## config.mk

```make
export PLATFORM = sky130hd
export DESIGN_NAME = pss_supervisor
export DESIGN_NICKNAME = d
export VERILOG_FILES = /design/src/pss_pkg.sv /design/src/pss_supervisor.sv
export SDC_FILE = /design/constraint.sdc
export NUM_CORES = 2
export LEC_CHECK = 0
export BUFFER_PORTS_ARGS = -buffer_cell sky130_fd_sc_hd__buf_2
export CAP_MARGIN = 5
export CORE_MARGIN = 2
export CORE_UTILIZATION = 61
export DETAILED_ROUTE_END_ITERATION = 7
export PLACE_DENSITY_LB_ADDON = 0.1
export SETUP_SLACK_MARGIN = 0.05
export SYNTH_ARGS = -nofsm -noshare
export SYNTH_HDL_FRONTEND = slang
export SYNTH_SLANG_ARGS = --single-unit
```

## constraint.sdc

```tcl
create_clock -name clk -period 27.9 [get_ports clk]
set_input_delay 2.79 -clock clk [delete_from_list [all_inputs] [get_ports clk]]
set_output_delay 2.79 -clock clk [all_outputs]
set_load 0.02 [all_outputs]
```

## src/pss_pkg.sv

```systemverilog
package pss_pkg;

	// ==========================================================
	// Register offsets
	localparam logic [7:0] REG_CTRL = 8'h00;
	localparam logic [7:0] REG_SWP1 = 8'h04;
	localparam logic [7:0] REG_SWP2 = 8'h08;
	localparam logic [7:0] REG_SPDSET = 8'h0c;
	localparam logic [7:0] REG_STBY = 8'h10;
	localparam logic [7:0] REG_NOMSPD = 8'h14;
	localparam logic [7:0] REG_BPON = 8'h18;
	localparam logic [7:0] REG_BPOFF = 8'h1c;
	localparam logic [7:0] REG_STATUS = 8'h20;
	localparam logic [7:0] REG_IRQ_STAT = 8'h24;
	localparam logic [7:0] REG_IRQ_EN = 8'h28;
	localparam logic [7:0] REG_IRQ_CLR = 8'h2c;
	localparam logic [7:0] REG_MEAS = 8'h30;

	// ==========================================================
	// Control register fields
	localparam int CTRL_STATION = 0;
	localparam int CTRL_MOTOR_EN = 1;
	localparam int CTRL_SWP_CFG = 2;
	localparam int CTRL_SPDSET_EN = 3;
	localparam int CTRL_STBY_EN = 4;
	localparam int CTRL_BP_MODE_LSB = 5;

	// ==========================================================
	// Reset values (switch points and set speeds in tenths of a percent, speeds in Hz)
	localparam logic [9:0] SWP1_RST = 10'h320;
	localparam logic [9:0] SWP2_RST = 10'h320;
	localparam logic [9:0] SPDSET_RST = 10'h3e8;
	localparam logic [9:0] STBY_RST = 10'h29b;
	localparam logic [15:0] NOM_HI = 16'h03e8;
	localparam logic [15:0] NOM_LO = 16'h0334;
	localparam logic [15:0] BP_ON_RST = 16'h0000;
	localparam logic [15:0] BP_OFF_RST = 16'h0000;
	localparam logic [9:0] FULL_PERMILLE = 10'h3e8;
	localparam logic [15:0] DELAY_ON_HZ = 16'h0006;

	// ==========================================================
	// Timing
	localparam int CLK_HZ = 20000000;
	localparam int UPDATE_US = 100;
	localparam int UPDATE_CYC = CLK_HZ / 1000000 * UPDATE_US;
	localparam int SELFTEST_US = 10;
	localparam int SELFTEST_CYC = CLK_HZ / 1000000 * SELFTEST_US;

	// ==========================================================
	// Types
	typedef enum logic [1:0] {
		BP_CONT = 2'h0,
		BP_INTER = 2'h1,
		BP_DELAY = 2'h2
	} pss_bp_mode_t;

	typedef enum {
		ST_OFF,
		ST_CLEAR,
		ST_TEST,
		ST_RUN
	} pss_seq_t;

	typedef struct packed {
		logic station;
		logic motor_en;
		logic swp_cfg;
		logic spdset_en;
		logic stby_en;
		logic [1:0] bp_mode;
	} pss_ctrl_t;

	typedef struct packed {
		logic speed_reached;
		logic set_speed_attained_flag;
		logic backing_pump;
		logic motor_on;
		logic accessories_on;
		logic vent_req;
		logic error_clear;
	} pss_out_t;

endpackage

```

## src/pss_supervisor.sv

```systemverilog
// Chosen here: the address-and-strobe port and the address map.
`timescale 1ns/1ps
`default_nettype none

module pss_supervisor #(
	parameter int UPDATE_CYCLES = pss_pkg::UPDATE_CYC,
	parameter int SELFTEST_CYCLES = pss_pkg::SELFTEST_CYC
) (
	input wire logic clk,
	input wire logic rst_n,
	input wire logic [7:0] addr,
	input wire logic [31:0] wdata,
	input wire logic wr,
	input wire logic rd,
	output logic [31:0] rdata,
	input wire logic [15:0] speed_hz,
	input wire logic [15:0] drive_power,
	input wire logic selftest_ok,
	output logic speed_reached,
	output logic set_speed_attained_flag,
	output logic backing_pump,
	output logic motor_on,
	output logic accessories_on,
	output logic vent_req,
	output logic error_clear,
	output logic set_speed_valid,
	output logic [15:0] set_speed_hz,
	output logic irq
);

	// ==========================================================
	// State
	typedef struct packed {
		pss_pkg::pss_ctrl_t ctrl;
		logic [9:0] swp1;
		logic [9:0] swp2;
		logic [9:0] spdset;
		logic [9:0] stby;
		logic [15:0] nom;
		logic [15:0] bp_on;
		logic [15:0] bp_off;
		pss_pkg::pss_seq_t seq;
		logic [15:0] tick_cnt;
		logic [15:0] test_cnt;
		logic tick;
		logic inter_on;
		logic [15:0] spd_s;
		logic [15:0] pwr_s;
		logic [15:0] set_hz;
		pss_pkg::pss_out_t out;
		logic [3:0] irq_stat;
		logic [3:0] irq_en;
		logic [31:0] rdata;
		logic [2:0] st_sync;
	} pss_state_t;

	pss_state_t s_reg;
	pss_state_t s_next;

	// Percent-of-nominal (tenths) to Hz
	function automatic logic [15:0] pct_hz(input logic [15:0] nom, input logic [9:0] pm);
		logic [25:0] p;
		p = nom * pm;
		return 16'(p / 26'(pss_pkg::FULL_PERMILLE));
	endfunction

	logic [15:0] swp_hz;
	logic [15:0] swp1_hz;
	logic [15:0] swp2_hz;
	logic [15:0] hi_hz;
	logic [15:0] lo_hz;
	logic [3:0] ev;
	logic reduced;
	logic [9:0] set_pm;

	always_comb begin
		s_next = s_reg;
		s_next.tick = 1'b0;
		s_next.out.error_clear = 1'b0;
		s_next.st_sync = {s_reg.st_sync[1:0], selftest_ok};
		ev = 4'h0;
		// ==========================================================
		// Register writes
		if (wr) begin
			unique case (addr)
				pss_pkg::REG_CTRL: begin
					s_next.ctrl.station = wdata[pss_pkg::CTRL_STATION];
					s_next.ctrl.motor_en = wdata[pss_pkg::CTRL_MOTOR_EN];
					s_next.ctrl.swp_cfg = wdata[pss_pkg::CTRL_SWP_CFG];
					s_next.ctrl.spdset_en = wdata[pss_pkg::CTRL_SPDSET_EN];
					s_next.ctrl.stby_en = wdata[pss_pkg::CTRL_STBY_EN];
					s_next.ctrl.bp_mode = wdata[pss_pkg::CTRL_BP_MODE_LSB +: 2];
				end
				pss_pkg::REG_SWP1: s_next.swp1 = wdata[9:0];
				pss_pkg::REG_SWP2: s_next.swp2 = wdata[9:0];
				pss_pkg::REG_SPDSET: s_next.spdset = wdata[9:0];
				pss_pkg::REG_STBY: s_next.stby = wdata[9:0];
				pss_pkg::REG_NOMSPD: s_next.nom = wdata[15:0];
				pss_pkg::REG_BPON: s_next.bp_on = wdata[15:0];
				pss_pkg::REG_BPOFF: s_next.bp_off = wdata[15:0];
				pss_pkg::REG_IRQ_EN: s_next.irq_en = wdata[3:0];
				default: ;
			endcase
		end
		// ==========================================================
		// Update tick
		// periodic compare tick
		if (s_reg.tick_cnt == 16'(UPDATE_CYCLES - 1)) begin
			s_next.tick_cnt = 16'h0000;
			s_next.tick = 1'b1;
			s_next.spd_s = speed_hz;
			s_next.pwr_s = drive_power;
		end else begin
			s_next.tick_cnt = s_reg.tick_cnt + 16'h0001;
		end
		// ==========================================================
		// Set speed selection
		// speed-setting beats standby
		reduced = s_reg.ctrl.spdset_en | s_reg.ctrl.stby_en;
		set_pm = s_reg.ctrl.spdset_en ? s_reg.spdset :
			(s_reg.ctrl.stby_en ? s_reg.stby : pss_pkg::FULL_PERMILLE);
		s_next.set_hz = pct_hz(s_reg.nom, set_pm);
		// switch points scale with set speed in speed-setting mode, with nominal speed otherwise
		swp1_hz = pct_hz(s_reg.ctrl.spdset_en ? s_reg.set_hz : s_reg.nom, s_reg.swp1);
		swp2_hz = pct_hz(s_reg.ctrl.spdset_en ? s_reg.set_hz : s_reg.nom, s_reg.swp2);
		hi_hz = (swp1_hz > swp2_hz) ? swp1_hz : swp2_hz;
		lo_hz = (swp1_hz > swp2_hz) ? swp2_hz : swp1_hz;
		swp_hz = (s_reg.ctrl.swp_cfg && !s_reg.ctrl.station) ? swp2_hz : swp1_hz;
		if (s_reg.tick) begin
			if (!s_reg.ctrl.swp_cfg || !s_reg.ctrl.station) begin
				s_next.out.speed_reached = s_reg.spd_s >= swp_hz;
			end else if (s_reg.spd_s >= hi_hz) begin
				s_next.out.speed_reached = 1'b1;
			end else if (s_reg.spd_s < lo_hz) begin
				s_next.out.speed_reached = 1'b0;
			end
			if (reduced && s_reg.spd_s < s_reg.set_hz) begin
				s_next.out.set_speed_attained_flag = 1'b1;
			end else if (!reduced || s_reg.spd_s > s_reg.set_hz) begin
				s_next.out.set_speed_attained_flag = 1'b0;
			end
			if (s_reg.pwr_s > s_reg.bp_on) begin
				s_next.inter_on = 1'b1;
			end else if (s_reg.pwr_s < s_reg.bp_off) begin
				s_next.inter_on = 1'b0;
			end
		end
		// ==========================================================
		// Station sequence
		unique case (s_reg.seq)
			pss_pkg::ST_OFF: begin
				if (s_reg.ctrl.station) begin
					s_next.seq = pss_pkg::ST_CLEAR;
					s_next.out.error_clear = 1'b1;
					s_next.out.vent_req = 1'b0;
				end
			end
			pss_pkg::ST_CLEAR: begin
				s_next.seq = pss_pkg::ST_TEST;
				s_next.test_cnt = 16'h0000;
			end
			pss_pkg::ST_TEST: begin
				if (!s_reg.ctrl.station) begin
					s_next.seq = pss_pkg::ST_OFF;
				end else if (s_reg.test_cnt >= 16'(SELFTEST_CYCLES - 1)
					&& s_reg.st_sync[2] && s_reg.st_sync[1]) begin
					s_next.seq = pss_pkg::ST_RUN;
					s_next.out.accessories_on = 1'b1;
					ev[2] = 1'b1;
				end else if (s_reg.test_cnt != 16'hffff) begin
					s_next.test_cnt = s_reg.test_cnt + 16'h0001;
				end
			end
			pss_pkg::ST_RUN: begin
				if (!s_reg.ctrl.station) begin
					s_next.seq = pss_pkg::ST_OFF;
					s_next.out.accessories_on = 1'b0;
					s_next.out.vent_req = 1'b1;
					ev[3] = 1'b1;
				end
			end
		endcase
		s_next.out.motor_on = (s_next.seq == pss_pkg::ST_RUN) && s_reg.ctrl.motor_en;
		// ==========================================================
		// Backing pump
		// mode decode
		unique case (s_reg.ctrl.bp_mode)
			pss_pkg::BP_CONT: s_next.out.backing_pump = s_reg.seq == pss_pkg::ST_RUN;
			pss_pkg::BP_INTER: s_next.out.backing_pump =
				(s_reg.seq == pss_pkg::ST_RUN) && s_reg.inter_on;
			pss_pkg::BP_DELAY: s_next.out.backing_pump =
				(s_reg.seq == pss_pkg::ST_RUN) && (s_reg.spd_s >= pss_pkg::DELAY_ON_HZ);
			default: s_next.out.backing_pump = 1'b0;
		endcase
		// ==========================================================
		// Interrupts, set wins over clear
		ev[0] = s_next.out.speed_reached != s_reg.out.speed_reached;
		ev[1] = s_next.out.set_speed_attained_flag != s_reg.out.set_speed_attained_flag;
		if (wr && addr == pss_pkg::REG_IRQ_CLR) begin
			s_next.irq_stat = s_reg.irq_stat & ~wdata[3:0];
		end
		s_next.irq_stat = s_next.irq_stat | ev;
		// ==========================================================
		// Read data
		s_next.rdata = 32'h0000_0000;
		if (rd) begin
			unique case (addr)
				pss_pkg::REG_CTRL: s_next.rdata = 32'({s_reg.ctrl.bp_mode, s_reg.ctrl.stby_en,
					s_reg.ctrl.spdset_en, s_reg.ctrl.swp_cfg, s_reg.ctrl.motor_en,
					s_reg.ctrl.station});
				pss_pkg::REG_SWP1: s_next.rdata = 32'(s_reg.swp1);
				pss_pkg::REG_SWP2: s_next.rdata = 32'(s_reg.swp2);
				pss_pkg::REG_SPDSET: s_next.rdata = 32'(s_reg.spdset);
				pss_pkg::REG_STBY: s_next.rdata = 32'(s_reg.stby);
				pss_pkg::REG_NOMSPD: s_next.rdata = 32'(s_reg.nom);
				pss_pkg::REG_BPON: s_next.rdata = 32'(s_reg.bp_on);
				pss_pkg::REG_BPOFF: s_next.rdata = 32'(s_reg.bp_off);
				pss_pkg::REG_STATUS: s_next.rdata = 32'({s_reg.set_hz, 9'h000,
					s_reg.out});
				pss_pkg::REG_IRQ_STAT: s_next.rdata = 32'(s_reg.irq_stat);
				pss_pkg::REG_IRQ_EN: s_next.rdata = 32'(s_reg.irq_en);
				pss_pkg::REG_MEAS: s_next.rdata = {s_reg.pwr_s, s_reg.spd_s};
				default: s_next.rdata = 32'h0000_0000;
			endcase
		end
	end

	always_ff @(posedge clk or negedge rst_n) begin
		if (!rst_n) begin
			s_reg <= '0;
			s_reg.swp1 <= pss_pkg::SWP1_RST;
			s_reg.swp2 <= pss_pkg::SWP2_RST;
			s_reg.spdset <= pss_pkg::SPDSET_RST;
			s_reg.stby <= pss_pkg::STBY_RST;
			s_reg.nom <= pss_pkg::NOM_HI;
			s_reg.bp_on <= pss_pkg::BP_ON_RST;
			s_reg.bp_off <= pss_pkg::BP_OFF_RST;
			s_reg.seq <= pss_pkg::ST_OFF;
		end else begin
			s_reg <= s_next;
		end
	end

	// ==========================================================
	// Outputs
	assign rdata = s_reg.rdata;
	assign speed_reached = s_reg.out.speed_reached;
	assign set_speed_attained_flag = s_reg.out.set_speed_attained_flag;
	assign backing_pump = s_reg.out.backing_pump;
	assign motor_on = s_reg.out.motor_on;
	assign accessories_on = s_reg.out.accessories_on;
	assign vent_req = s_reg.out.vent_req;
	assign error_clear = s_reg.out.error_clear;
	assign set_speed_valid = s_reg.ctrl.spdset_en | s_reg.ctrl.stby_en;
	assign set_speed_hz = s_reg.set_hz;
	assign irq = |(s_reg.irq_stat & s_reg.irq_en);

endmodule

`default_nettype wire

```

==> key figures <==
Route
  • DR vias: 39200
  • Antenna Nets Post-Route: 0
  • DRC violation total after the first TritonRoute iteration: 3234
  • Drt wl/cell: 20.0 um
  • Post-route DRC: 1
  • Total routed wirelength: 122 mm
  • DR vias/cell: 6.43
  • Pre-antenna DRT Iters: 8

Run status
  • Failing checks: DRC
  • Status: complete, but fails checks

Floorplan
  • Initial core utilization: 61.3%
  • Core Area: 0.0712 mm^2
  • Die area: 0.0738 mm^2
  • Die height: 272 um
  • Die X: 272 um
  • Std-Cell Rows: 98
  • Io pins: 134

Worst setup path
  • FF-to-FF path depth: 93
  • Reg-to-reg slack, setup: 2000 ps
  • CP Launch Type: flip-flop
  • Setup CP Type: reg2reg
  • Largest stage delay, worst path: 760 ps
  • WP data required: 28300 ps
  • Arr. time, crit path: 26300 ps
  • Crit-path slowest cell: o31ai_1
  • Reg-to-reg endpoint: s_reg[39]$_DFF_PN0_
  • Setup crit end kind: flip-flop
  • Worst R2R Start: s_reg[255]$_DFFE_PN0P_
  • Most common cell on crit path: a21oi_1
  • Largest fanout on the critical path: 33

Global routing
  • Initial antenna violation count: 1
  • Global-route wire length before repair: 199 mm
  • GRT Residual Overflow: 0
  • Total track usage: 32.5%
  • Vias in the first global route: 37800
  • Largest net degree at the start of global routing: 125

Synth
  • Simple-gate share of the synthesized area: 21.3%
  • Largest family of logic cells by synthesized area: adder cells
  • Synth Flop Type: dfrtp_1
  • Synthesized area: 0.0437 mm^2
  • Yosys top cell area share: 15.1%
  • Flops & latches, synth: 259
  • Warnings from Yosys: 0
  • Syn Inst Count: 5227
  • Avg Inst Size Synth: 8.36 um^2
  • Post-Synth Adder-Cell Area: 24.0%
  • Asr flop ratio synth: 100%
  • Register area share after synthesis: 14.9%
  • Synth top cells by count: 566 x nand2_1, 384 x inv_1, 330 x fa_1, 325 x nor2_1, 298 x ha_1
  • Post-synthesis compound-gate area fraction: 21.8%
  • Syn nets: 5932
  • Post-Synth XOR/XNOR Area: 4.47%
  • Post-synth EDFFs: 0
  • Count of different cell masters after synthesis: 145
  • Most instantiated library cell after synthesis: nand2_1
  • Leading area contributor after synthesis: fa_1
  • Post-synthesis mux area share: 6.77%
  • Area contributors post-synth: fa_1 15%, dfrtp_1 13%, ha_1 8.5%

STA
  • Max Slew Vio Count: 0
  • Fmax: 38.6 MHz
  • Hold Fails Final Rpt: 0
  • Final setup TNS: 0 ps
  • Hold slack: 369 ps
  • Slew @ Worst Pin: 1210 ps
  • Max Clock Skew: 32.8 ps
  • Tmin final: 25900 ps
  • RSZ-0062 raised after global routing: false
  • Final setup viols: 0
  • Crit share post-route: 92.8%
  • Slew headroom: 19.0%

Hold path
  • HP Start: s_next[1]$_DFF_PN0_
  • Hold EP: s_next[2]$_DFF_PN0_
  • Hold Crit Class: reg2reg
  • Hold depth: 0

Finish
  • Layout Nets: 5836
  • Post-route cell area: 0.0452 mm^2
  • Share of cells above drive strength 1: 11.3%
  • Number of standard cells in the final layout excluding fillers: 6099
  • Filler Cells Inserted: 6286
  • Storage element area: 0.00651 mm^2
  • Layout area overhead: 3.44%
  • Area of the multi-input gates: 0.0343 mm^2
  • Number of flip-flops in the largest register: 202

Clocking
  • Clock Tree Root: clkbuf_16
  • CTS sink cnt: 259
  • CTS Buf Count: 26
  • Clk buf depth: 3
  • Clock-pin slew on the worst setup and hold paths: 70 ps
  • CTS H-tree lvls: 1
  • Clk Latency, worst-skew pair: 560 ps
  • CTS tree: built

Placed design
  • Final Wtd Congestion: 0.918
  • Hpwl dp: 94.2 mm
  • Placed Cells: 6053
  • Cell area after placement: 0.0443 mm^2
  • Port bufs: 117

Flow run
  • Max cap viols: 0

Pwr
  • Worst VDD drop: 0.000115 V
  • Total power: 2.56 mW
  • Leak: 20.8 nW
  • PwrDens: 56.6 mW/mm^2
## placed cells by master (no fill, tap or decap), types with 18 or more instances in the layout
master     netlist  final
o31a_1          18     18
nor4_1          46     44
a21oi_1        258    258
nor2_1         325    324
o31ai_1         40     38
dfrtp_1        235    235
xnor2_1        144    144
dfstp_2         24     24
and2_1         257    257
a211oi_1        44     43
fa_1           330    330
o21ai_0        230    230
buf_4           79     36
or2_2           30     30
clkbuf_16        0     26
a22oi_1         38     38
o22ai_1         31     31
and3_1          37     37
o211a_1         29     29
nand3_1        115    115
buf_2           28    116
o21a_1          38     38
o2111ai_1       18     18
a211o_1         26     26
a31oi_1         62     62
a221oi_1        21     21
nor2b_1         84     84
a21o_1          74     74
nand2b_1        52     52
nor3_1         109    109
or3_1           32     32
o211ai_1        71     71
xor2_1          75     75
nand4_1         52     52
inv_1          384    384
nand2_1        566    566
mux2_2         172    172
mux2i_1         92     92
ha_1           298    298
## critical path: cells and delay by family (launching register included)
kind                     cells  cell delay, ps
AO/OA/AOI/OAI               47           13330
AND/OR/NAND/NOR             23            4010
adder cells (fa/ha/maj)      9            3790
multiplexers                 5            1600
buffers and inverters        7            1490
flip-flops                   1             750
XOR/XNOR                     2             710
## cell type report
type,instances,share of cell area [%]
multi-input combinational,4296,75.8
sequential,259,14.4
inverter,395,3.29
tap,950,2.63
timing repair buffer,153,1.92
clock buffer,33,1.59
clock inverter,12,0.318
antenna,1,0.00554
## per-stage QoR
stage               setup slack [ps]  utilization (%)
finish                          2000             63.4
global route                     206             63.4
CTS                             1220             63.4
global placement                1490             62.2
detailed placement              1360             62.2
floorplan                       6460                -
## where the power goes
| group | leakage [nW] | internal, mW | switching [mW] |
|---|---|---|---|
| Combinational | 17.0 | 0.650 | 1.11 |
| Clock | 0.426 | 0.201 | 0.152 |
| Sequential | 3.46 | 0.398 | 0.0462 |
| Total | 20.8 | 1.25 | 1.31 |
## cell families after synthesis
logic type               after synthesis
flip-flops                           259
multiplexers                         271
AO/OA/AOI/OAI                       1327
buffers and inverters                672
AND/OR/NAND/NOR                     1833
XOR/XNOR                             221
adder cells (fa/ha/maj)              644
## per-layer routing
| layer | GRT usage, % | vias to the layer above | share of wire [%] | routed length [um] |
|---|---|---|---|---|
| met2 | 55.6 | 1340 | 48 | 58400 |
| li1 | - | 18400 | - | - |
| met1 | 43.8 | 19200 | 43 | 52200 |
| met3 | 3.49 | 209 | 6.3 | 7700 |
| met4 | 8.99 | 0 | 3.0 | 3670 |
| met5 | 0 | - | 0 | 0 |
## how the worst max path moves through the flow
| stage | from | slack (ps) | end |
|---|---|---|---|
| global route | s_reg[255]$_DFFE_PN0P_ | 210 | s_reg[39]$_DFF_PN0_ |
| CTS | s_reg[255]$_DFFE_PN0P_ | 1220 | s_reg[39]$_DFF_PN0_ |
| finish | s_reg[255]$_DFFE_PN0P_ | 2000 | s_reg[39]$_DFF_PN0_ |
| floorplan | s_reg[255]$_DFFE_PN0P_ | 6460 | s_reg[39]$_DFF_PN0_ |
| global placement | s_reg[255]$_DFFE_PN0P_ | 1490 | s_reg[39]$_DFF_PN0_ |
| detailed placement | s_reg[255]$_DFFE_PN0P_ | 1360 | s_reg[39]$_DFF_PN0_ |
## what timing repair did
action	CTS	global route
resized for setup	0	7
setup buffers	0	0
setup endpoints to repair	0	2
hold buffers	0	0
Power figures use the tool's default switching activity.
